File: src/macx_pkg.sv
// Constants and types shared by the execution core and its ALU
package macx_pkg;
	// Working register addresses in data space
	localparam logic [7:0] WREG_BASE    = 8'h80;
	localparam logic [7:0] WREG_LAST    = 8'h83;
	// Opcode field positions
	localparam int         PTR_SEL_BIT  = 4;
	localparam int         DIR_BIT      = 4;
	localparam int         BIT_IDX_LSB  = 5;
	// Cycle counts per instruction class
	localparam logic [2:0] CYC_ALU      = 3'h4;
	localparam logic [2:0] CYC_REL      = 3'h2;
	localparam logic [2:0] CYC_CTRL     = 3'h2;
	localparam logic [2:0] CYC_BTST     = 3'h5;
	localparam logic [2:0] CYC_ZERO     = 3'h0;
	// Flag, accumulator and program counter reset values
	localparam logic       FLAG_RST     = 1'b0;
	localparam logic [7:0] ACC_RST      = 8'h00;
	localparam logic [11:0] PC_RST      = 12'h000;

	// Decoded operation
	typedef enum logic [4:0] {
		MACX_OP_NOP, MACX_OP_ADD, MACX_OP_AND, MACX_OP_CMP, MACX_OP_SUB,
		MACX_OP_CLEAR, MACX_OP_DECR, MACX_OP_INC, MACX_OP_INVERT,
		MACX_OP_ROTL, MACX_OP_SHL, MACX_OP_BRC, MACX_OP_BRNC, MACX_OP_BRZ,
		MACX_OP_BRNZ, MACX_OP_BTCLR, MACX_OP_BTSET, MACX_OP_BSET,
		MACX_OP_BCLR, MACX_OP_JUMP, MACX_OP_CALL, MACX_OP_RET, MACX_OP_IRET,
		MACX_OP_STOP, MACX_OP_WAIT
	} macx_op_t;

	// Operand source
	typedef enum logic [2:0] {
		MACX_SRC_IMM, MACX_SRC_DIR, MACX_SRC_IND, MACX_SRC_SHORT,
		MACX_SRC_ACC
	} macx_src_t;

	// Execution state machine, one-hot
	typedef enum logic [2:0] {
		MACX_ST_IDLE = 3'b001,
		MACX_ST_EXEC = 3'b010,
		MACX_ST_HALT = 3'b100
	} macx_state_t;

	// Bit mask from a 3-bit index
	function automatic logic [7:0] macx_bit_mask(input logic [2:0] idx);
		macx_bit_mask = 8'h01 << idx;
	endfunction
endpackage

File: src/macx_alu.sv
// Accumulator ALU with zero and carry results
`timescale 1ns/1ps
`default_nettype none
module macx_alu
	import macx_pkg::*;
(
	input  wire logic [4:0] op,
	input  wire logic [7:0] acc,
	input  wire logic [7:0] opnd,
	input  wire logic       cin,
	output logic [7:0]      res,
	output logic            zout,
	output logic            cout,
	output logic            cwr
);
	logic [8:0] sum;
	logic [8:0] dif;

	// Arithmetic terms
	assign sum = {1'b0, acc} + {1'b0, opnd};
	assign dif = {1'b0, acc} - {1'b0, opnd};

	// Operation selection
	always_comb begin
		res  = acc;
		cout = cin;
		cwr  = 1'b1;
		case (macx_op_t'(op))
			MACX_OP_ADD: begin
				res  = sum[7:0];
				cout = sum[8];
			end
			MACX_OP_AND: res = acc & opnd;
			MACX_OP_CMP: cout = dif[8];
			MACX_OP_SUB: begin
				res  = dif[7:0];
				cout = dif[8];
			end
			MACX_OP_CLEAR: begin
				res  = 8'h00;
				cout = 1'b0;
			end
			MACX_OP_DECR: begin
				res = opnd - 8'h01;
				cwr = 1'b0;
			end
			MACX_OP_INC: begin
				res = opnd + 8'h01;
				cwr = 1'b0;
			end
			MACX_OP_INVERT: begin
				res  = ~acc;
				cout = acc[7];
			end
			MACX_OP_ROTL: begin
				res  = {acc[6:0], cin};
				cout = acc[7];
			end
			MACX_OP_SHL: begin
				res  = {acc[6:0], 1'b0};
				cout = acc[7];
			end
			default: cwr = 1'b0;
		endcase
	end

	// Zero from the compare difference or the result
	assign zout = (macx_op_t'(op) == MACX_OP_CMP) ? (dif[7:0] == 8'h00)
		: (res == 8'h00);
endmodule
`default_nettype wire

File: src/macx_core.sv
// Execution core for ALU, branch, bit and control instructions
`timescale 1ns/1ps
`default_nettype none
module macx_core
	import macx_pkg::*;
(
	input  wire logic        clk,
	input  wire logic        rst_n,
	input  wire logic        instr_valid,
	input  wire logic [4:0]  instr_op,
	input  wire logic [2:0]  instr_src,
	input  wire logic [7:0]  instr_opcode,
	input  wire logic [7:0]  instr_arg1,
	input  wire logic [7:0]  instr_arg2,
	input  wire logic [11:0] instr_pc,
	input  wire logic        watchdog_opt,
	input  wire logic        wake,
	input  wire logic [1:0]  saved_flags,
	input  wire logic [11:0] ret_addr,
	input  wire logic [7:0]  mem_rdata,
	output logic             instr_ready,
	output logic [7:0]       mem_addr,
	output logic             mem_we,
	output logic [7:0]       mem_wdata,
	output logic [7:0]       acc_ff,
	output logic             zero_ff,
	output logic             carry_ff,
	output logic [11:0]      pc_ff,
	output logic             stop_ff,
	output logic             wait_ff,
	output logic             push_ff,
	output logic             done_ff
);
	macx_state_t state_ff, nxt_state;
	logic [2:0]  cnt_ff, nxt_cnt;
	logic [2:0]  rs_ff;
	logic [2:0]  wdog_ff;
	logic        wdog_sel;
	logic [4:0]  op_ff;
	logic [2:0]  src_ff;
	logic [7:0]  opc_ff, a1_ff, a2_ff;
	logic [11:0] ipc_ff;
	logic        rst_q;
	logic [7:0]  x_ff, y_ff, v_ff, w_ff;
	macx_op_t    opk;
	macx_src_t   srck;
	logic [7:0]  opnd_addr, opnd_val, bit_mask, alu_res;
	logic        alu_z, alu_c, alu_cwr, bit_val, cond, fin;
	logic [11:0] rel_tgt, btst_tgt, tgt;
	logic [2:0]  cyc_need;
	logic        is_wr_mem, is_bit, is_btst, is_rel, is_alu_acc;

	////////////////////////////////////////////////////////////////////
	// Reset release and watchdog option synchroniser
	always_ff @(posedge clk or negedge rst_n) begin
		if (!rst_n) begin
			rs_ff   <= 3'h0;
			wdog_ff <= 3'h0;
		end else begin
			rs_ff   <= {rs_ff[1:0], 1'b1};
			wdog_ff <= {wdog_ff[1:0], watchdog_opt};
		end
	end
	assign rst_q = rs_ff[1];

	// Watchdog option counts once stages two and three agree
	always_ff @(posedge clk or negedge rst_n) begin
		if (!rst_n)
			wdog_sel <= 1'b0;
		else if (wdog_ff[1] == wdog_ff[2])
			wdog_sel <= wdog_ff[2];
	end

	////////////////////////////////////////////////////////////////////
	// Decode
	assign opk  = macx_op_t'(op_ff);
	assign srck = macx_src_t'(src_ff);
	assign bit_mask = macx_bit_mask(opc_ff[BIT_IDX_LSB +: 3]);
	assign bit_val  = |(mem_rdata & bit_mask);
	assign is_bit   = (opk == MACX_OP_BSET) || (opk == MACX_OP_BCLR);
	assign is_btst  = (opk == MACX_OP_BTCLR) || (opk == MACX_OP_BTSET);
	assign is_rel   = (opk >= MACX_OP_BRC) && (opk <= MACX_OP_BRNZ);
	assign is_alu_acc = (opk >= MACX_OP_ADD) && (opk <= MACX_OP_SUB)
		|| (opk >= MACX_OP_INVERT) && (opk <= MACX_OP_SHL);
	assign is_wr_mem = ((opk == MACX_OP_CLEAR) || (opk == MACX_OP_DECR)
		|| (opk == MACX_OP_INC)) && (srck != MACX_SRC_ACC);

	// Operand address: direct, indirect via pointer, short direct
	assign opnd_addr = (srck == MACX_SRC_IND) ?
		(opc_ff[PTR_SEL_BIT] ? y_ff : x_ff) :
		(srck == MACX_SRC_SHORT) ? (WREG_BASE | {6'h00, opc_ff[1:0]}) :
		a1_ff;

	// Operand value: immediate, accumulator-only or memory
	assign opnd_val = (srck == MACX_SRC_IMM) ? a1_ff :
		(srck == MACX_SRC_ACC) ? acc_ff : mem_rdata;

	macx_alu u_alu (
		.op   (op_ff),
		.acc  ((is_wr_mem || opk == MACX_OP_DECR || opk == MACX_OP_INC)
			? opnd_val : acc_ff),
		.opnd (opnd_val),
		.cin  (carry_ff),
		.res  (alu_res),
		.zout (alu_z),
		.cout (alu_c),
		.cwr  (alu_cwr)
	);

	// Branch condition
	assign cond = (opk == MACX_OP_BRC)   ?  carry_ff :
		(opk == MACX_OP_BRNC)  ? ~carry_ff :
		(opk == MACX_OP_BRZ)   ?  zero_ff  :
		(opk == MACX_OP_BRNZ)  ? ~zero_ff  :
		(opk == MACX_OP_BTCLR) ? ~bit_val  :
		(opk == MACX_OP_BTSET) ?  bit_val  : 1'b0;

	// Targets: 4-bit span with direction bit, 8-bit signed, 12-bit
	assign rel_tgt = opc_ff[DIR_BIT] ?
		ipc_ff - {8'h00, opc_ff[3:0]} :
		ipc_ff + {8'h00, opc_ff[3:0]} + 12'h001;
	assign btst_tgt = ipc_ff + 12'h002
		+ {{4{a2_ff[7]}}, a2_ff};
	assign tgt = is_rel ? rel_tgt : is_btst ? btst_tgt :
		{opc_ff[3:0], a1_ff};

	// Cycle budget per class
	assign cyc_need = is_btst ? CYC_BTST :
		is_rel ? CYC_REL :
		(opk >= MACX_OP_RET) ? CYC_CTRL :
		(opk == MACX_OP_NOP) ? CYC_CTRL : CYC_ALU;
	assign fin = (state_ff == MACX_ST_EXEC) && (cnt_ff == cyc_need - 3'h1);

	////////////////////////////////////////////////////////////////////
	// State machine
	always_comb begin
		nxt_state = state_ff;
		nxt_cnt   = cnt_ff;
		case (state_ff)
			MACX_ST_IDLE: begin
				nxt_cnt = CYC_ZERO;
				if (instr_valid && rst_q)
					nxt_state = MACX_ST_EXEC;
			end
			MACX_ST_EXEC: begin
				nxt_cnt = cnt_ff + 3'h1;
				if (fin)
					nxt_state = (opk == MACX_OP_STOP || opk == MACX_OP_WAIT)
						? MACX_ST_HALT : MACX_ST_IDLE;
			end
			MACX_ST_HALT: begin
				if (wake)
					nxt_state = MACX_ST_IDLE;
			end
			default: nxt_state = MACX_ST_IDLE;
		endcase
	end
	assign instr_ready = (state_ff == MACX_ST_IDLE) && rst_q;

	// Data memory port, written on the last cycle
	assign mem_addr  = opnd_addr;
	assign mem_we    = fin && (is_wr_mem || is_bit);
	assign mem_wdata = (opk == MACX_OP_BSET) ? (mem_rdata | bit_mask) :
		(opk == MACX_OP_BCLR) ? (mem_rdata & ~bit_mask) :
		alu_res;

	////////////////////////////////////////////////////////////////////
	// Sequencer and latched instruction
	always_ff @(posedge clk or negedge rst_n) begin
		if (!rst_n) begin
			state_ff <= MACX_ST_IDLE;
			cnt_ff   <= CYC_ZERO;
			op_ff    <= 5'h00;
			src_ff   <= 3'h0;
			opc_ff   <= 8'h00;
			a1_ff    <= 8'h00;
			a2_ff    <= 8'h00;
			ipc_ff   <= PC_RST;
		end else begin
			state_ff <= nxt_state;
			cnt_ff   <= nxt_cnt;
			if (instr_ready && instr_valid) begin
				op_ff  <= instr_op;
				src_ff <= instr_src;
				opc_ff <= instr_opcode;
				a1_ff  <= instr_arg1;
				a2_ff  <= instr_arg2;
				ipc_ff <= instr_pc;
			end
		end
	end

	// Shadow copies of the working registers for pointer use
	always_ff @(posedge clk or negedge rst_n) begin
		if (!rst_n) begin
			x_ff <= 8'h00;
			y_ff <= 8'h00;
			v_ff <= 8'h00;
			w_ff <= 8'h00;
		end else if (mem_we && mem_addr >= WREG_BASE
			&& mem_addr <= WREG_LAST) begin
			case (mem_addr[1:0])
				2'h0: x_ff <= mem_wdata;
				2'h1: y_ff <= mem_wdata;
				2'h2: v_ff <= mem_wdata;
				default: w_ff <= mem_wdata;
			endcase
		end
	end

	// Accumulator, flags, program counter and control results
	always_ff @(posedge clk or negedge rst_n) begin
		if (!rst_n) begin
			acc_ff   <= ACC_RST;
			zero_ff  <= FLAG_RST;
			carry_ff <= FLAG_RST;
			pc_ff    <= PC_RST;
			stop_ff  <= 1'b0;
			wait_ff  <= 1'b0;
			push_ff  <= 1'b0;
			done_ff  <= 1'b0;
		end else begin
			done_ff <= fin;
			push_ff <= fin && (opk == MACX_OP_CALL);
			if (state_ff == MACX_ST_HALT && wake) begin
				stop_ff <= 1'b0;
				wait_ff <= 1'b0;
			end
			if (fin) begin
				// Untaken bit test skips its three bytes
				pc_ff <= is_btst ? ipc_ff + 12'h003 : ipc_ff + 12'h001;
				if (is_alu_acc && opk != MACX_OP_CMP)
					acc_ff <= alu_res;
				if (is_alu_acc || is_wr_mem
					|| (opk == MACX_OP_CLEAR) || (opk == MACX_OP_DECR)
					|| (opk == MACX_OP_INC)) begin
					zero_ff <= alu_z;
					if (alu_cwr)
						carry_ff <= alu_c;
				end
				if ((opk == MACX_OP_DECR || opk == MACX_OP_INC
					|| opk == MACX_OP_CLEAR) && srck == MACX_SRC_ACC)
					acc_ff <= alu_res;
				if (is_btst || is_bit)
					carry_ff <= bit_val;
				if (cond || opk == MACX_OP_JUMP || opk == MACX_OP_CALL)
					pc_ff <= tgt;
				if (opk == MACX_OP_RET || opk == MACX_OP_IRET)
					pc_ff <= ret_addr;
				if (opk == MACX_OP_IRET)
					{zero_ff, carry_ff} <= saved_flags;
				if (opk == MACX_OP_STOP && !wdog_sel)
					stop_ff <= 1'b1;
				if (opk == MACX_OP_WAIT
					|| (opk == MACX_OP_STOP && wdog_sel))
					wait_ff <= 1'b1;
			end
		end
	end
endmodule
`default_nettype wire

File: config.mk
export PLATFORM = sky130hd
export DESIGN_NAME = macx_core
export DESIGN_NICKNAME = d
export VERILOG_FILES = /design/src/macx_pkg.sv /design/src/macx_alu.sv /design/src/macx_core.sv
export SDC_FILE = /design/constraint.sdc
export NUM_CORES = 1
export LEC_CHECK = 0
export ABC_AREA = 1
export BUFFER_PORTS_ARGS = -buffer_cell sky130_fd_sc_hd__buf_2
export CAP_MARGIN = 10
export CORE_ASPECT_RATIO = 1.1
export CORE_MARGIN = 5
export CORE_UTILIZATION = 55
export DETAILED_ROUTE_END_ITERATION = 10
export PLACE_DENSITY = 0.87
export SYNTH_ARGS = -nofsm -noshare
export SYNTH_HDL_FRONTEND = slang
export SYNTH_SLANG_ARGS = --single-unit
File: constraint.sdc
create_clock -name clk -period 7.15 [get_ports clk]
set_input_delay 0.715 -clock clk [delete_from_list [all_inputs] [get_ports clk]]
set_output_delay 0.715 -clock clk [all_outputs]
set_load 0.02 [all_outputs]
==> impl_metrics.tcl, run 1 <==
set metrics [dict create \
    status "finished, final reports clean" \
    dr_total_vias 8949 \
    grt_pass1_wl_um 43000 \
    wire_per_inst_um 16.8 \
    firstDrtPassIters 8 \
    setup_tns_ns 0 \
    arrival_ns 4.28 \
    synth_xor_area_frac 0.0291 \
    wirelength_um 26000 \
    layout_common_cells "nand2_1, nor2_1, inv_1, nand3_1, buf_2" \
    placed_area_um2 9110 \
    portBuffers 114 \
    cp_num_buf_inv 4 \
    dr_wl_met3_um 2130 \
    synth_area_leader_cell "dfrtp_1" \
    min_path_type "in2async" \
    leakagePower_nw 4.90 \
    setup_viol 0 \
    rr_startpoint "op_ff[2]$_DFFE_PN0P_" \
    critPathSlowestCell "dfrtp_1" \
    syn-num-nets 1386 \
    fin_crit_sh 0.699 \
    critPathTopFamily "simple AND/OR/NAND/NOR gates" \
    grt_setup_unrepaired "false" \
    path_max_fanout 12 \
    cp-start-kind "flip-flop" \
    netlist_area_um2 8430 \
    p_per_area_nw_per_um2 481 \
    clk_latency_ns 0.38 \
    path_clk_slew_ns 0.08 \
    p_int_mw 2.01 \
    grt_pass1_vias 8757 \
    cts_tree "yes" \
    h-tree-depth 3 \
    top_layer_used "met4" \
    final_common_cell "nand2_1" \
    worst_path_largest_cell_delay_ns 0.55 \
    critPathCaptureType "output port" \
    post-cts-setup-buffers 0 \
    ys_seq_area_frac 0.291 \
    tightest_slew_ns 1.04 \
    gp_congestion 0.969 \
    synth_edf_count 0 \
    finalCriticalPeriod_ns 5.00 \
    p_comb_frac 0.678 \
    maxSlewHeadroom 0.305 \
    power_frac_seq 0.210 \
    root_buffer "clkbuf_16" \
    r2r_slack_ns 3.12 \
    irDropWorstVdd_v 0.000241 \
    die_area_um2 17900 \
    die-width_um 128 \
    synth.top_cell.area_share 0.288 \
    design_area_um2 9410 \
    synth.area.mux_share 0.0134 \
    synth_adder_area_share 0.0965 \
    antenna_found_initial 0 \
    start_util 0.560 \
    synth-compound-area-share 0.143 \
    worst_r2r_path_depth 22 \
    synth_flop_cell "dfrtp_1" \
    die_y_um 140 \
    syn_avg_cell_area_um2 6.71 \
    synth_top_family_by_area "simple AND/OR/NAND/NOR gates" \
    path_cells "nand2_1 -> nor2_1 -> nand2_1 -> nand2_2 -> inv_1 -> nand2_1 -> nand2_1 -> ha_1 -> inv_1 -> a21oi_1 -> inv_1 -> nand2_1 -> nand3_1 -> xor2_1 -> nor2_1 -> nor2_1 -> nand2_1 -> nor2_1 -> o22ai_1 -> buf_2" \
    switching_share 0.557 \
    switching_power_mw 2.52 \
    numCtsBuffers 9 \
    route.detailed.drc 0 \
    cp.required_ns 6.43 \
    overflow 0 \
    clock_path_buffers 2 \
    r2r-end "zero_ff$_DFFE_PN0P_" \
    gr-usage-all-layers 0.295 \
    syn_to_final_growth_pct 11.7 \
    wl_met1_um 10500 \
    synthSimpleGateAreaFrac 0.342 \
    hpwl_um 20300 \
    yosysWarnings 0 \
    fmax_mhz 200 \
    core_area_um2 15100 \
    hold_viol_final 0 \
    clock_power_share 0.112 \
    async_flop_share 1.00 \
    final_layout_size_suffix_gt1_frac 0.138 \
    place_ws_ns 2.61 \
    worstSetupPathType "reg2out" \
    ys_ff_latch 98 \
    ys_types 55 \
    final_nets 1481 \
    routed-wl-met2_um 12500 \
    ant_nets 0 \
    crit_top_cell "nand2_1" \
    io_pins 115 \
    ctsResizeCount 0 \
    rows 47 \
    skew_ns 0.0138 \
    synth_cells 1255 \
    grt_start_max_net_pins 80 \
    ys_top_cells_by_area "dfrtp_1, nand2_1, ha_1" \
    cts.sinks 98 \
    max_cap_violations 0 \
    drt_iter0_drc 825 \
    drv_slew 0 \
    setup_ws_ns 2.15 \
    detail_route.vias_per_cell 5.77 \
    antenna_cells 0 \
    ctsHoldBuffers 0 \
    nFillCells 1419 \
]
[per-layer routing]
layer / track usage / vias to the layer above
li1: - / 4311
met1: 0.378 / 4135
met2: 0.498 / 425
met3: 0.0502 / 78
met4: 0.109 / 0
met5: 0 / -
[registers in the layout (all words and copies together) (netlist names)]
signal and flops:
a1_ff 8, ipc_ff 12, state_ff 3, done_ff 1, x_ff 8, y_ff 8, pc_ff 12, a2_ff 8
wdog_sel 1, cnt_ff 3, opc_ff 8, stop_ff 1, zero_ff 1, wait_ff 1, carry_ff 1, acc_ff 8
push_ff 1, wdog_ff 3, src_ff 3, rs_ff 2, op_ff 5
[cell type report]
cell class	instances	area, um^2	share of cell area
multi-input cells	976	5260	0.559
flip-flops and latches	98	2450	0.261
repair buffers	117	596	0.0633
inverters	148	556	0.0590
well taps	196	245	0.0261
clock buffers	9	225	0.0239
clock inverters	7	76.3	0.00811
[how the worst max path moves through the flow]
stage / start / end / slack, ns / cells past startpoint
after global routing: op_ff[2]$_DFFE_PN0P_ / mem_wdata[6] / 1.74 / 20
after global placement: op_ff[2]$_DFFE_PN0P_ / mem_wdata[6] / 2.74 / 20
final: op_ff[2]$_DFFE_PN0P_ / mem_wdata[6] / 2.15 / 20
after detailed placement: op_ff[2]$_DFFE_PN0P_ / mem_wdata[6] / 2.61 / 20
after CTS: op_ff[2]$_DFFE_PN0P_ / mem_wdata[6] / 2.20 / 20
after floorplan: op_ff[3]$_DFFE_PN0P_ / mem_wdata[7] / 3.33 / 21
[cell families after synthesis]
logic type | Yosys count
AO/OA/AOI/OAI | 208
XOR/XNOR | 28
adder cells (fa/ha/maj) | 61
buffers and inverters | 181
flip-flops | 98
multiplexers | 10
other | 1
AND/OR/NAND/NOR | 668
[worst register-to-register path, stage by stage, from the launching register on]
cell	delay, ns
dfrtp_1	0.55
nand2_1	0.10
nor2_1	0.20
nand2_1	0.28
nand2_2	0.32
inv_1	0.17
nand2_1	0.11
nand2_1	0.09
ha_1	0.43
inv_1	0.14
a21oi_1	0.23
inv_1	0.06
nand2_1	0.05
nand3_1	0.10
xor2_1	0.19
nor2_1	0.06
nor2_1	0.18
nand2_1	0.08
nor2_1	0.21
nand4_1	0.22
nand2_1	0.12
nand2_1	0.05
nand2_1	0.05
[synth_stat cells (4+ instances only)]
| cell | number |
|---|---|
| nand2_1 | 315 |
| nor2_1 | 164 |
| inv_1 | 139 |
| nand3_1 | 122 |
| a21oi_1 | 97 |
| dfrtp_1 | 97 |
| ha_1 | 53 |
| o21ai_0 | 53 |
| xor2_1 | 23 |
| clkbuf_1 | 21 |
| nor3_1 | 16 |
| nand4_1 | 14 |
| o22ai_1 | 12 |
| mux2_2 | 10 |
| nand2_2 | 10 |
| o21ai_2 | 9 |
| nand3b_1 | 8 |
| o211ai_1 | 8 |
| fa_1 | 7 |
| buf_2 | 6 |
| inv_2 | 6 |
| xnor2_1 | 5 |
| o21bai_1 | 4 |
[per-stage QoR]
step            util  std cells  total power [mW]  hold slack, ns
3_5_place_dp   0.605       1535              3.96           0.346
5_1_grt        0.625       1551              4.95           0.370
4_1_cts        0.625       1551              4.48           0.360
3_3_place_gp   0.605       1535              3.90           0.333
6_report       0.625       1551              4.53           0.334
2_1_floorplan      -       1255              3.16           0.331
[power by group through the flow]
stage | combinational [mW] | clock, mW | sequential, mW
detailed placement | 3.00 | 0 | 0.955
global placement | 2.95 | 0 | 0.949
finish | 3.07 | 0.507 | 0.951
CTS | 3.03 | 0.510 | 0.946
global route | 3.44 | 0.531 | 0.979
floorplan | 2.25 | 0 | 0.904
(Power assumes the default switching activity.)
==> run 2, diff against run 1 <==
- CORE_UTILIZATION: 55 -> 54
- PLACE_DENSITY: 0.87 -> 0.89
- clock period: 7.15 -> 4.5 ns (I/O delays scaled with it)
==> run 2 against run 1 <==
Net effect:
- combinational power rose by 62%
- non-clock buffer count rose by 12
- sequential share of layout area fell by 0.29 points
- first-iteration DRC count rose by 16%
- sequential cell count did not move
- global-route usage rose by 0.36 points
- routed wire length rose by 4.2%
- cell area rose by 1.3%
- critical endpoint unchanged
- largest cell class unchanged
- largest power group unchanged
==> impl_metrics.tcl, run 2 (synthesis results as in run 1) <==
set metrics [dict create \
    fin_crit_sh 0.936 \
    numCtsBuffers 9 \
    grt_pass1_vias 8729 \
    worstSetupPathType "reg2out" \
    path_cells "inv_2 -> nand2_1 -> nor2_2 -> nand3_4 -> nand2_4 -> inv_2 -> nand2_1 -> nand2_1 -> ha_2 -> inv_1 -> nor2_1 -> nand4_1 -> nand3_1 -> xor2_1 -> nor2_1 -> nor2_1 -> nand2_1 -> nor2_1 -> o22ai_1 -> buf_2" \
    hold_viol_final 0 \
    finalPower_mw 7.28 \
    cts_tree "yes" \
    hpwl_um 21100 \
    path_clk_slew_ns 0.07 \
    setup_viol 0 \
    io_pins 115 \
    die_area_um2 18200 \
    detail_route.vias_per_cell 5.78 \
    drt_iter0_drc 958 \
    grt_pass1_wl_um 43800 \
    dr_total_vias 9056 \
    drv_slew 0 \
    portBuffers 114 \
    syn_to_final_growth_pct 13.1 \
    die-width_um 129 \
    critPathCaptureType "output port" \
    path_max_fanout 12 \
    maxSlewHeadroom 0.298 \
    rows 48 \
    hold_ws_ns 0.202 \
    gr-usage-all-layers 0.299 \
    clk_latency_ns 0.36 \
    wirelength_um 27100 \
    leakagePower_nw 4.96 \
    critPathSlowestCell "dfrtp_1" \
    antenna_found_initial 0 \
    finalCriticalPeriod_ns 4.21 \
    root_buffer "clkbuf_16" \
    antenna_cells 0 \
    irDropWorstVdd_v 0.000471 \
    core_area_um2 15500 \
    max_cap_violations 0 \
    tightest_slew_ns 1.05 \
    utilization 0.615 \
    status "finished, final reports clean" \
    place_ws_ns 0.388 \
    clock_path_buffers 2 \
    min_path_type "in2reg" \
    route.detailed.drc 0 \
    p_per_area_nw_per_um2 764 \
    die_y_um 141 \
    critPathTopFamily "simple AND/OR/NAND/NOR gates" \
    cts.sinks 98 \
    skew_ns 0.0157 \
    grt_start_max_net_pins 80 \
    top_regs "ipc_ff: 12 flops, pc_ff: 12 flops" \
    wire_per_inst_um 17.3 \
    final_common_cell "nand2_1" \
    start_util 0.544 \
    cp.required_ns 4.05 \
    ant_nets 0 \
    final_layout_size_suffix_gt1_frac 0.154 \
    cp_num_buf_inv 4 \
    layout_common_cells "nand2_1, nor2_1, inv_1, nand3_1, buf_2" \
    cp-start-kind "flip-flop" \
    final_nets 1493 \
    fmax_mhz 238 \
    setup_ws_ns 0.290 \
    overflow 0 \
    worst_path_largest_cell_delay_ns 0.44 \
    gp_congestion 1.00 \
    arrival_ns 3.76 \
    h-tree-depth 3 \
    firstDrtPassIters 7 \
]
-- run 2: path summary, 6_finish.rpt --
kind | from | end | slack, ns | cells after the start
max | op_ff[3]$_DFFE_PN0P_ | mem_wdata[6] | 0.29 | 20
min | watchdog_opt | wdog_ff[0]$_DFF_PN0_ | 0.20 | 1
max reg2reg | op_ff[3]$_DFFE_PN0P_ | zero_ff$_DFFE_PN0P_ | 0.90 | 22
min reg2reg | wdog_ff[0]$_DFF_PN0_ | wdog_ff[1]$_DFF_PN0_ | 0.35 | 0
max in group asynchronous | rst_n | state_ff[0]$_DFFE_PN1P_ | 3.28 | 2
min in group asynchronous | rst_n | y_ff[2]$_DFFE_PN0P_ | 0.26 | 1
-- run 2: what timing repair did --
action / CTS / global route
buffers inserted: 0 / 4
pin swaps: 0 / 1
hold buffers: 0 / 0
gates resized for setup: 1 / 14
endpoints found under the setup margin: 1 / 6
-- run 2: power breakdown --
| part | switching [mW] | leakage [nW] | internal, mW |
|---|---|---|---|
| clock network | 0.388 | 0.141 | 0.388 |
| logic | 3.28 | 3.74 | 1.70 |
| registers | 0.373 | 1.08 | 1.15 |
-- run 2: layout make-up --
type                       count  area [um^2]
fill                        1476         5960
multi-input combinational    976         5300
sequential                    98         2460
timing repair buffer         129          686
inverter                     148          556
tap                          200          250
clock buffer                   9          225
clock inverter                 6         57.6
-- run 2: through the flow --
| step | instances | TNS (ns) | area [um^2] |
|---|---|---|---|
| after global placement | 1547 | 0 | 9170 |
| after detailed placement | 1547 | 0 | 9170 |
| final | 1566 | 0 | 9530 |
| after global routing | 1566 | -0.0106 | 9530 |
| after CTS | 1562 | 0 | 9460 |
| after floorplan | 1255 | 0 | 8430 |
-- run 2: layer usage --
metal | GRT usage | share of wire | wire length [um]
met3 | 0.0436 | 0.073 | 1970
met1 | 0.390 | 0.41 | 11200
met4 | 0.109 | 0.031 | 830
met2 | 0.501 | 0.48 | 13100
met5 | 0 | 0 | 0
-- run 2: worst register-to-register path, stage by stage, from the launching register on --
cell,delay (ns)
dfrtp_1,0.44
inv_2,0.12
nand2_1,0.07
nor2_2,0.19
nand3_4,0.16
nand2_4,0.18
inv_2,0.09
nand2_1,0.10
nand2_1,0.11
ha_2,0.44
inv_1,0.10
nor2_1,0.14
nand4_1,0.11
nand3_1,0.14
xor2_1,0.21
nor2_1,0.06
nor2_1,0.15
nand2_1,0.07
nor2_1,0.20
nand4_1,0.24
nand2_1,0.12
nand2_1,0.05
nand2_1,0.05
